`src/include/lpw_pkg.sv`:
```
// Constants and types for the low power wake and warm-up sequencer
package lpw_pkg;
   localparam int          CLK_HZ        = 25_000_000;
   localparam int          WARMUP_W      = 12;
   localparam int          NUM_EXT       = 10;
   localparam int          NUM_PERIPH    = 8;
   // Wake-pin qualification: at least 500 us after entry settling, else 1500 us
   localparam int          PULSE_SHORT_US = 500;
   localparam int          PULSE_LONG_US  = 1500;
   localparam int          SETTLE_US      = 50;
   localparam int          PULSE_SHORT_CYC = (PULSE_SHORT_US * (CLK_HZ / 1_000_000));
   localparam int          PULSE_LONG_CYC  = (PULSE_LONG_US * (CLK_HZ / 1_000_000));
   localparam int          SETTLE_CYC      = (SETTLE_US * (CLK_HZ / 1_000_000));
   localparam int          CNT_W           = 16;
   // Warm-up duration reference values for software
   localparam logic [11:0] WARMUP_LIGHT  = 12'h0119;
   localparam logic [11:0] WARMUP_DEEP   = 12'h0270;
   // Mode request encoding
   localparam logic [1:0]  MODE_RUN      = 2'h0;
   localparam logic [1:0]  MODE_DOZE     = 2'h1;
   localparam logic [1:0]  MODE_LIGHT    = 2'h2;
   localparam logic [1:0]  MODE_DEEP     = 2'h3;

   typedef enum logic [5:0] {
      ST_RUN    = 6'b000001,
      ST_DOZE   = 6'b000010,
      ST_LIGHT  = 6'b000100,
      ST_DEEP   = 6'b001000,
      ST_QUAL   = 6'b010000,
      ST_WARMUP = 6'b100000
   } lpw_state_type;
endpackage

```
`src/core/lpw_sequencer.sv`:
```
// Low power mode wake-source acceptance, pin qualification and warm-up sequencer
`timescale 1ns/1ps
`default_nettype none
module lpw_sequencer
   import lpw_pkg::*;
(
   input  wire logic                  clk_sys,          // 25 MHz clock
   input  wire logic                  nrst,             // Reset pin, active low
   input  wire logic                  enterReq,         // Pulse: enter requested mode
   input  wire logic [1:0]            modeSel,          // Requested low power mode
   input  wire logic [WARMUP_W-1:0]   warmup_duration,  // Warm-up length in cycles
   input  wire logic [NUM_EXT-1:0]    external_wake_irq,// External interrupt pins
   input  wire logic [NUM_EXT-1:0]    wakeDetectEn,     // Wake detection config bits
   input  wire logic [NUM_EXT-1:0]    cpuIrqEn,         // Processor acceptance of pins
   input  wire logic [NUM_PERIPH-1:0] periphIrq,        // Peripheral requests, same clock
   input  wire logic                  tickIrq,          // System tick request
   input  wire logic                  watchdog_nmi_request, // Watchdog NMI request
   input  wire logic                  nmiPinN,          // NMI pin, active low
   output logic [2:0]                 lowPowerState,    // Doze, light, deep
   output logic                       sysClkEn,         // System clock enable
   output logic                       oscStart,         // Internal oscillator running
   output logic                       irqHandleStart,   // Pulse: begin wake handling
   output logic                       resetBranch,      // Pulse: take reset handler
   output logic                       cutDomainReinit,  // Pulse: reinit power-cut domain
   output logic                       clkCfgReset       // Pulse: reset clock selects
);
   typedef struct packed {
      lpw_state_type        state;
      logic [1:0]           fromMode;
      logic                 nmiSrc;
      logic [CNT_W-1:0]     since;
      logic [CNT_W-1:0]     width;
      logic [CNT_W-1:0]     need;
      logic                 startPulse;
      logic                 sysClkEn;
      logic                 oscStart;
      logic                 irqHandle;
      logic                 resetBranch;
      logic                 cutReinit;
      logic                 cfgReset;
      logic [2:0]           lpState;
   } lpw_seq_type;

   logic [1:0]         rstSync;
   logic               rstN;
   logic [NUM_EXT-1:0] ext1, ext2, ext3;
   logic               nmi1, nmi2, nmi3;
   logic               tick1, tick2, tick3;
   logic               wdt1, wdt2, wdt3;
   logic [NUM_EXT-1:0] extQ;
   logic               nmiQ;
   logic               warmDone;
   lpw_seq_type        r;
   lpw_seq_type        next_r;

   // Stable value: only adopt a change once stage 2 and 3 agree
   function automatic logic settle(input logic s2, input logic s3, input logic prev);
      settle = (s2 == s3) ? s3 : prev;
   endfunction

   always_ff @(posedge clk_sys or negedge nrst) begin
      if (!nrst) begin
         rstSync <= 2'b00;
      end else begin
         rstSync <= {rstSync[0], 1'b1};
      end
   end
   assign rstN = rstSync[1];

   always_ff @(posedge clk_sys or negedge rstN) begin
      if (!rstN) begin
         ext1  <= '0;
         ext2  <= '0;
         ext3  <= '0;
         extQ  <= '0;
         nmi1  <= 1'b1;
         nmi2  <= 1'b1;
         nmi3  <= 1'b1;
         nmiQ  <= 1'b1;
         tick1 <= 1'b0;
         tick2 <= 1'b0;
         tick3 <= 1'b0;
         wdt1  <= 1'b0;
         wdt2  <= 1'b0;
         wdt3  <= 1'b0;
      end else begin
         ext1  <= external_wake_irq;
         ext2  <= ext1;
         ext3  <= ext2;
         for (int i = 0; i < NUM_EXT; i++) begin
            extQ[i] <= settle(ext2[i], ext3[i], extQ[i]);
         end
         nmi1  <= nmiPinN;
         nmi2  <= nmi1;
         nmi3  <= nmi2;
         nmiQ  <= settle(nmi2, nmi3, nmiQ);
         tick1 <= tickIrq;
         tick2 <= tick1;
         tick3 <= tick2;
         wdt1  <= watchdog_nmi_request;
         wdt2  <= wdt1;
         wdt3  <= wdt2;
      end
   end

   logic               tickQ;
   logic               wdtQ;
   assign tickQ = tick2 & tick3;
   assign wdtQ  = wdt2 & wdt3;

   lpw_warmup_counter u_warmup (
      .clk      (clk_sys),
      .rstN     (rstN),
      .start    (r.startPulse),
      .duration (warmup_duration),
      .done     (warmDone)
   );

   always_comb begin
      next_r = r;
      next_r.startPulse  = 1'b0;
      next_r.irqHandle   = 1'b0;
      next_r.resetBranch = 1'b0;
      next_r.cutReinit   = 1'b0;
      next_r.cfgReset    = 1'b0;
      if (r.since != '1) begin
         next_r.since = r.since + 16'h0001;
      end
      case (r.state)
         ST_RUN: begin
            next_r.sysClkEn = 1'b1;
            next_r.oscStart = 1'b1;
            next_r.lpState  = 3'b000;
            if (enterReq && modeSel != MODE_RUN) begin
               next_r.fromMode = modeSel;
               next_r.since    = '0;
               case (modeSel)
                  MODE_DOZE: begin
                     next_r.state   = ST_DOZE;
                     next_r.lpState = 3'b001;
                  end
                  MODE_LIGHT: begin
                     next_r.state    = ST_LIGHT;
                     next_r.lpState  = 3'b010;
                     next_r.sysClkEn = 1'b0;
                     next_r.oscStart = 1'b0;
                  end
                  default: begin
                     next_r.state    = ST_DEEP;
                     next_r.lpState  = 3'b100;
                     next_r.sysClkEn = 1'b0;
                     next_r.oscStart = 1'b0;
                  end
               endcase
            end
         end
         ST_DOZE: begin
            // Doze keeps the clock: any enabled source returns at once
            if (|periphIrq || tickQ || wdtQ || !nmiQ || |(extQ & cpuIrqEn)) begin
               next_r.state     = ST_RUN;
               next_r.irqHandle = 1'b1;
               next_r.lpState   = 3'b000;
            end
         end
         ST_LIGHT: begin
            // Peripheral, tick and watchdog requests are deliberately not looked at
            if (!nmiQ || |(extQ & cpuIrqEn & wakeDetectEn)) begin
               next_r.state      = ST_WARMUP;
               next_r.oscStart   = 1'b1;
               next_r.startPulse = 1'b1;
            end
         end
         ST_DEEP: begin
            next_r.width = '0;
            // Pulse length required depends on how long the part sat in deep stop
            next_r.need  = (r.since > 16'(SETTLE_CYC)) ? 16'(PULSE_SHORT_CYC)
                                                       : 16'(PULSE_LONG_CYC);
            if (!nmiQ) begin
               next_r.state  = ST_QUAL;
               next_r.nmiSrc = 1'b1;
            end else if (|(extQ & cpuIrqEn & wakeDetectEn)) begin
               next_r.state  = ST_QUAL;
               next_r.nmiSrc = 1'b0;
            end
         end
         ST_QUAL: begin
            if (r.width != '1) begin
               next_r.width = r.width + 16'h0001;
            end
            if ((r.nmiSrc && nmiQ) ||
                (!r.nmiSrc && !(|(extQ & cpuIrqEn & wakeDetectEn)))) begin
               // Pulse ended: start oscillator only if it was long enough
               if (r.width >= r.need) begin
                  next_r.state      = ST_WARMUP;
                  next_r.oscStart   = 1'b1;
                  next_r.startPulse = 1'b1;
               end else begin
                  next_r.state = ST_DEEP;
               end
            end
         end
         ST_WARMUP: begin
            if (warmDone && !r.startPulse) begin
               next_r.state    = ST_RUN;
               next_r.sysClkEn = 1'b1;
               next_r.lpState  = 3'b000;
               next_r.cfgReset = 1'b1;
               if (r.fromMode == MODE_DEEP) begin
                  next_r.resetBranch = 1'b1;
                  next_r.cutReinit   = 1'b1;
               end else begin
                  next_r.irqHandle = 1'b1;
               end
            end
         end
         default: begin
            next_r.state = ST_RUN;
         end
      endcase
   end

   always_ff @(posedge clk_sys or negedge rstN) begin
      if (!rstN) begin
         r          <= '0;
         r.state    <= ST_RUN;
         r.sysClkEn <= 1'b1;
         r.oscStart <= 1'b1;
      end else begin
         r <= next_r;
      end
   end

   assign lowPowerState   = r.lpState;
   assign sysClkEn        = r.sysClkEn;
   assign oscStart        = r.oscStart;
   assign irqHandleStart  = r.irqHandle;
   assign resetBranch     = r.resetBranch;
   assign cutDomainReinit = r.cutReinit;
   assign clkCfgReset     = r.cfgReset;
endmodule
`default_nettype wire

```
`src/core/lpw_warmup_counter.sv`:
```
// Warm-up counter counting oscillator cycles from start
`timescale 1ns/1ps
`default_nettype none
module lpw_warmup_counter
   import lpw_pkg::*;
(
   input  wire logic                clk,      // Oscillator clock
   input  wire logic                rstN,     // Synchronised reset, active low
   input  wire logic                start,    // Pulse: restart counting
   input  wire logic [WARMUP_W-1:0] duration, // Programmed warm-up length
   output logic                     done      // High once duration elapsed
);
   typedef struct packed {
      logic [WARMUP_W-1:0] count;
      logic                running;
      logic                done;
   } lpw_wcnt_type;

   lpw_wcnt_type r;
   lpw_wcnt_type next_r;

   always_comb begin
      next_r = r;
      if (start) begin
         next_r.count   = duration;
         next_r.running = 1'b1;
         next_r.done    = 1'b0;
      end else if (r.running) begin
         if (r.count <= 12'h0001) begin
            next_r.running = 1'b0;
            next_r.done    = 1'b1;
         end else begin
            next_r.count = r.count - 12'h0001;
         end
      end
   end

   always_ff @(posedge clk or negedge rstN) begin
      if (!rstN) begin
         r <= '0;
      end else begin
         r <= next_r;
      end
   end

   assign done = r.done;
endmodule
`default_nettype wire

```
`config.mk`:
```
export PLATFORM = sky130hd
export DESIGN_NAME = lpw_sequencer
export DESIGN_NICKNAME = d
export VERILOG_FILES = /design/src/include/lpw_pkg.sv /design/src/core/lpw_sequencer.sv /design/src/core/lpw_warmup_counter.sv
export SDC_FILE = /design/constraint.sdc
export NUM_CORES = 1
export LEC_CHECK = 0
export ABC_AREA = 1
export BUFFER_PORTS_ARGS = -buffer_cell sky130_fd_sc_hd__buf_4
export CAP_MARGIN = 20
export CORE_MARGIN = 5
export CORE_UTILIZATION = 40
export CTS_CLUSTER_SIZE = 25
export DETAILED_ROUTE_END_ITERATION = 16
export GPL_TIMING_DRIVEN = 0
export SYNTH_ARGS = -nofsm -noshare
export SYNTH_HDL_FRONTEND = slang
export SYNTH_SLANG_ARGS = --single-unit
```
`constraint.sdc`:
```
create_clock -name clk_sys -period 10.8 [get_ports clk_sys]
set_input_delay 0 -clock clk_sys [delete_from_list [all_inputs] [get_ports clk_sys]]
set_output_delay 0 -clock clk_sys [all_outputs]
set_load 0.005 [all_outputs]
```
==> metrics.csv, run 1 <==
stage;metric;value;unit
setup_path;worst-path fanout max;10;
clock_tree;CTS root buf;clkbuf_16;
detailed_routing;DRT Pass-1 Iters;5;
pwr;pwr/cell area;217.2;nW/um2
timing;endpoints failing setup;0;
detailed_routing;Vias;4712;
setup_path;Reg2Reg Setup Slack;8.94;ns
logic_synthesis;Top FF cell, synth;dfrtp_1;
global_routing;vias in the first global route;4765;
die;Die Area;16750;um2
run_status;status;completed;
setup_path;crit path launch type;flip-flop;
timing;unrepaired setup endpoints after global routing;no;
placed_design;GPL Wtd Cong;0.8782;
die;Die Height;129.4;um
detailed_routing;Routed Wire Length;12600;um
setup_path;reg2reg start;r[27]$_DFFE_PN0P_;
min_path;min-delay src;enterReq;
logic_synthesis;Syn Nets;729;
clock_tree;CTS clk-pin slew, worst paths;0.06;ns
detailed_routing;DR vias/cell;4.908;
logic_synthesis;async set or reset register ratio after synthesis;100.0;%
clock_tree;post-CTS setup buffer count;0;
clock_tree;CTS Buf Count;17;
setup_path;crit path capture type;flip-flop;
timing;Hold Slack;0.04175;ns
logic_synthesis;register area share after synthesis;52.37;%
die;Starting Density;40.93;%
setup_path;worst path required time;11.11;ns
finish;P&R area growth vs syn;28.46;%
logic_synthesis;syn_area_per_cell;8.747;um2
setup_path;Worst R2R Path Depth;11;
logic_synthesis;Mapped Cells;652;
finish;Antenna Diode Count;0;
placed_design;DP Wirelength;9273;um
clock_tree;H-tree levels;4;
pwr;Sw Share;34.03;%
job;maxcap violations;0;
timing;f_max;538.0;MHz
die;io pins;67;
global_routing;GRT overflow;0;
setup_path;crit path launch;r[27]$_DFFE_PN0P_;
pwr;switching power;0.0005414;W
setup_path;RR Endpoint;r[35]$_DFFE_PN0P_;
pwr;power share of the clock group;34.4;%
setup_path;Critical Path AT;2.16;ns
timing;setup TNS;0;ns
min_path;Hold Crit Class;input port to flip-flop;
global_routing;global-route wire length before repair;21850;um
pwr;Leak;3.528;nW
clock_tree;Worst-Skew Late Latency;0.41;ns
setup_path;worst setup path endpoint;r[35]$_DFFE_PN0P_;
timing;fin crit share;17.21;%
pwr;Cell Int Power;0.001050;W
global_routing;pin count of the biggest net entering global routing;72;
timing;Setup Skew;0.009144;ns
detailed_routing;DRT iter0 DRCs;185;
clock_tree;post-CTS sizing;0;
timing;final-report max-slew violation count;0;
die;core box area;13930;um2
pwr;Comb pwr share;27.0;%
timing;Least-Margin Pin Slew;0.6123;ns
pwr;Pwr Total;0.001591;W
detailed_routing;drt wl/cell;13.13;um
die;Cell Rows;43;
finish;share of layout cells above drive strength 1;17.82;%
logic_synthesis;Post-synth EDFFs;0;
pwr;Flop pwr share;38.6;%
finish;Final nets;844;
logic_synthesis;distinct cell type count after synthesis;41;
detailed_routing;antenna viol nets, final;0;
timing;Final Hold Viols;0;
clock_tree;Clock Sinks;119;
timing;Slew HR;59.18;%
placed_design;Port Buffers;66;
global_routing;Total Routing Usage GR;16.42;%
die;Die X;129.4;um
pwr;maximum vdd drop;0.1079;mV
global_routing;antenna violations before repair;0;
finish;final core utilization;52.57;%
setup_path;Setup CP Type;flip-flop to flip-flop;
timing;Final min period;1.859;ns
clock_tree;CTS max path bufs;2;
clock_tree;CTS tree;yes;
logic_synthesis;number of synthesis warnings;0;
logic_synthesis;Syn Std Cell Area;5703;um2
detailed_routing;Post-route DRC;0;
logic_synthesis;number of synthesized register bits;119;
power groups by stage:
stage          Combinational [W]  Clock [W]  Sequential (W)
2_1_floorplan           0.000312          0        0.000602
3_3_place_gp            0.000403          0        0.000621
3_5_place_dp            0.000425          0        0.000620
4_1_cts                 0.000435   0.000560        0.000614
5_1_grt                 0.000497   0.000584        0.000628
6_report                0.000430   0.000547        0.000614
layout make-up:
cell class / instances / area (um2)
Inverter: 88 / 335.3
Timing Repair Buffer: 96 / 813.3
Sequential cell: 119 / 2990
Fill cell: 1244 / 6609
Tap cell: 180 / 225.2
Multi-Input combinational cell: 433 / 2307
Clock buffer: 19 / 432.9
Clock inverter: 13 / 147.6
Buffer: 12 / 73.82
cells by family after synthesis:
logic type,after synthesis,synth area share (%)
DFF,119,52.37
buffers and inverters,100,7.174
xor gates and xnor gates,13,1.997
other,1,0.06576
adders and majority gates,30,6.099
and+or+nand+nor,286,22.58
AOI/OAI and AO/OA,103,9.720
cell usage in the layout (no fill, tap or decap), drive strengths merged:
cell type    count
a211oi           1
a21oi           40
a22o             1
a22oi            1
a31o             1
and3             1
buf             77
bufinv           2
clkbuf          21
clkinv           5
clkinvlp         4
conb             1
dfrtp          112
dfstp            7
dlygate4sd3     29
ha              19
inv             90
maj3            11
nand2          123
nand3           55
nand4           12
nor2            64
nor3            25
nor4             3
o211ai           4
o21a             1
o21ai           49
o22ai            3
o31a             1
o31ai            1
or2              3
xor2            13
Yosys cell counts (13+ instances only):
| cell type | instances | share of area [%] |
|---|---|---|
| a21oi_1 | 39 | 3.4 |
| nand3_1 | 53 | 4.7 |
| nor3_1 | 22 | 1.9 |
| dfrtp_1 | 112 | 49 |
| nor2_1 | 60 | 3.9 |
| ha_1 | 19 | 4.2 |
| xor2_1 | 13 | 2.0 |
| nand2_1 | 119 | 7.8 |
| inv_1 | 81 | 5.3 |
| o21ai_0 | 31 | 2.7 |
| o21ai_1 | 18 | 1.6 |
worst min path at each step:
stage	to	slack [ns]	cells after the start
floorplan	rstSync[0]$_DFF_PN0_	-0.30	0
global placement	rstSync[0]$_DFF_PN0_	-0.22	1
detailed placement	rstSync[0]$_DFF_PN0_	-0.22	1
CTS	r[57]$_DFF_PN0_	0.02	4
global route	r[57]$_DFF_PN0_	0.03	4
finish	r[57]$_DFF_PN0_	0.04	4
flip-flops by register name (all words and copies together), names as in the netlist, 2 cells and up:
name,flops
ext3,10
r,45
ext2,10
lowPowerState,3
extQ,10
u_warmup.r,13
rstSync,2
ext1,10
repair_timing:
action	in CTS	in global routing
hold buffers	29	0
endpoints found under the hold margin	29	0
endpoints found under the setup margin	0	0
through the flow:
stage          setup WS, ns  std cells  area [um2]
2_1_floorplan         7.252        652        5703
3_3_place_gp          5.977        898        6424
3_5_place_dp          8.955        899        6455
4_1_cts               8.949        960        7326
5_1_grt               8.714        960        7326
6_report              8.941        960        7326
routing by layer:
layer  vias to the layer above  track usage [%]  wire length (um)
li1                       2372                -                 -
met1                      2234            20.27              5674
met2                        86            27.13              6123
met3                        20            4.740               567
met4                         0            6.671               235
met5                         -                0                 0
critical path: stages (launching register included):
cell and delay [ns]:
dfrtp_1 0.36, ha_1 0.20, nand2_1 0.13, nor3_4 0.25, nand2_2 0.10, nor2_2 0.08, nand2_1 0.10, nand2_2 0.11
nand2_2 0.06, buf_6 0.15, a21oi_1 0.14, nor2_1 0.06
Note: power is estimated with default switching activity, not from simulation.
==> run 2: changes to the inputs <==
- clock period: 10.8 -> 1.85 ns (I/O delays scaled with it)
==> run 2 against run 1 <==
Against the previous run:
- total power grew to 6.0 times the previous value
- highest routed layer unchanged
- die area is the same
- critical path type unchanged
- flip-flop and latch count is the same
- sequential share of layout area shrank 0.81 points
- routed wire length grew 1.6%
- final cell count grew 0.94%
- clock skew grew 0.00092 ns
- non-clock buffer count grew 9
- sequential power grew to 5.9 times the previous value
- combinational power grew to 6.3 times the previous value
- clock-buffer cell count shrank 2
==> metrics.csv, run 2 (synthesized netlist as in run 1, its figures left out) <==
stage;metric;value;unit;change
timing;final-report max-slew violation count;0;;unchanged
pwr;pwr/cell area;1272;nW/um2;+490%
global_routing;met1 usage;20.47;%;+0.20 points
timing;fin crit share;93.29;%;+76 points
clock_tree;Worst-Skew Late Latency;0.41;ns;about the same
finish;share of layout cells above drive strength 1;21.42;%;+3.6 points
setup_path;crit path launch type;flip-flop;;
detailed_routing;DR vias/cell;4.937;;+0.59%
finish;most frequent cells in the layout;nand2_1 (116), dfrtp_1 (110), inv_1 (80);;
placed_design;pre-CTS WS;-0.009645;ns;-8.965 ns
detailed_routing;drt wl/cell;13.22;um;+0.70%
clock_tree;CTS root buf;clkbuf_16;;
timing;Final min period;1.726;ns;-0.1327 ns
global_routing;routing usage on met2;27.50;%;+0.37 points
finish;Antenna Diode Count;0;;unchanged
timing;endpoints failing setup;0;;unchanged
timing;Slew HR;57.30;%;-1.9 points
min_path;Hold Crit Depth;6;;+2
die;Die X;129.4;um;unchanged
detailed_routing;Routed Wire Length;12810;um;+1.6%
finish;P&R area growth vs syn;31.11;%;
timing;Final Hold Viols;0;;unchanged
finish;Largest regs;r (45), u_warmup.r (13);;
global_routing;global-route wire length before repair;21930;um;+0.38%
pwr;maximum vdd drop;0.8854;mV;+720%
min_path;Hold Crit Class;input port to flip-flop;;
die;io pins;67;;unchanged
detailed_routing;DRT Pass-1 Iters;4;;-1
placed_design;GPL Wtd Cong;0.8776;;about the same
global_routing;pin count of the biggest net entering global routing;70;;-2.8%
placed_design;Post-DP Area;6455;um2;unchanged
finish;final core utilization;53.66;%;+1.1 points
timing;Final Worst Setup Slack;0.1241;ns;-8.817 ns
global_routing;antenna violations before repair;0;;unchanged
setup_path;crit path capture type;flip-flop;;
global_routing;met3 Usage GRT;3.916;%;-0.82 points
clock_tree;H-tree levels;4;;unchanged
timing;unrepaired setup endpoints after global routing;yes;;
finish;non-filler instance count after layout;969;;+0.94%
global_routing;Total Routing Usage GR;16.42;%;about the same
run_status;status;completed;;
die;Die Area;16750;um2;unchanged
clock_tree;CTS clk-pin slew, worst paths;0.06;ns;about the same
die;core box area;13930;um2;unchanged
setup_path;worst-path fanout max;10;;unchanged
global_routing;vias in the first global route;4795;;+0.63%
finish;max reg flops;45;;unchanged
setup_path;Setup CP Type;flip-flop to flip-flop;;
pwr;Leak;3.595;nW;+1.9%
clock_tree;CTS max path bufs;2;;unchanged
finish;most common cell after layout, fill and taps aside;nand2_1;;
die;Cell Rows;43;;unchanged
placed_design;DP Wirelength;9378;um;+1.1%
timing;f_max;579.4;MHz;+7.7%
detailed_routing;antenna viol nets, final;0;;unchanged
detailed_routing;Post-route DRC;0;;unchanged
die;Die Height;129.4;um;unchanged
clock_tree;Clock Sinks;119;;unchanged
detailed_routing;Vias;4784;;+1.5%
clock_tree;CTS Buf Count;17;;unchanged
timing;Least-Margin Pin Slew;0.6405;ns;+0.02819 ns
finish;Design Area, Final;7477;um2;+2.1%
finish;Most flops, register;r;;
detailed_routing;DRT iter0 DRCs;309;;+67%
clock_tree;CTS tree;yes;;
placed_design;Port Buffers;66;;unchanged
placed_design;placed insts;899;;unchanged
finish;Final nets;853;;+1.1%
global_routing;GRT overflow;0;;unchanged
setup_path;worst path required time;2.14;ns;-8.97 ns
setup_path;Critical Path AT;2.02;ns;-0.14 ns
job;maxcap violations;0;;unchanged
setup_path;Worst R2R Path Depth;11;;unchanged
timing;Hold Slack;0.04673;ns;+0.004980 ns
die;Starting Density;40.93;%;unchanged
finish;number of fillers in the final layout;1230;;-1.1%
global_routing;layer with the highest usage;met2;;
timing;Setup Skew;0.01006;ns;+0.0009192 ns
## run 2: worst max-delay path, cell delays in order, from the launching register on
cell      delay [ns]
dfrtp_1         0.40
ha_4            0.17
nand2_2         0.07
nor3_4          0.20
nand2_2         0.08
nor2_2          0.10
nand2_2         0.08
nand2_2         0.10
nand2_2         0.07
clkbuf_4        0.20
nand2_1         0.07
o21ai_1         0.06
## run 2: power breakdown
| group | internal (W) | switching [W] |
|---|---|---|
| logic | 0.00113 | 0.00156 |
| registers | 0.00313 | 0.000478 |
| clock network | 0.00190 | 0.00131 |
## run 2: metal layers
metal / vias to the layer above / wire length [um]
li1: 2412 / -
met1: 2256 / 5708
met2: 94 / 6391
met3: 22 / 454
met4: 0 / 253
met5: - / 0
## run 2: what timing repair did
| item | in CTS | in global routing |
|---|---|---|
| setup endpoints to repair | 2 | 46 |
| setup buffers | 1 | 8 |
| gates cloned | 0 | 0 |
| hold buffers | 29 | 0 |
| resized for setup | 0 | 25 |
| hold endpoints to repair | 31 | 0 |
| pin swaps | 1 | 2 |
## run 2: per-stage QoR
stage	TNS [ns]	total power, W
final	0	0.009514
after floorplan	0	0.005338
after CTS	0	0.009400
after global placement	0	0.005977
after detailed placement	-0.009645	0.006101
after global routing	-0.03609	0.01021
## run 2: final cells by class
type | count | area (um2) | share of cell area (%)
repair buffers | 105 | 880.8 | 11.78
flip-flops and latches | 119 | 2992 | 40.01
inverters | 88 | 337.8 | 4.518
clock inverters | 15 | 155.1 | 2.075
clock buffers | 17 | 425.4 | 5.689
well taps | 180 | 225.2 | 3.012
plain buffers | 12 | 78.83 | 1.054
multi-input cells | 433 | 2382 | 31.86
## run 2: path summary, 6_finish.rpt
| path | start | end | slack, ns |
|---|---|---|---|
| max | r[27]$_DFFE_PN0P_ | r[37]$_DFFE_PN0P_ | 0.12 |
| min | enterReq | r[49]$_DFF_PN0_ | 0.05 |
| max reg2reg | r[27]$_DFFE_PN0P_ | r[37]$_DFFE_PN0P_ | 0.12 |
| min reg2reg | rstSync[0]$_DFF_PN0_ | rstSync[1]$_DFF_PN0_ | 0.35 |
| max in group asynchronous | rstSync[1]$_DFF_PN0_ | sysClkEn$_DFFE_PN1P_ | 0.66 |
| min in group asynchronous | rstSync[1]$_DFF_PN0_ | ext1[0]$_DFF_PN0_ | 0.37 |
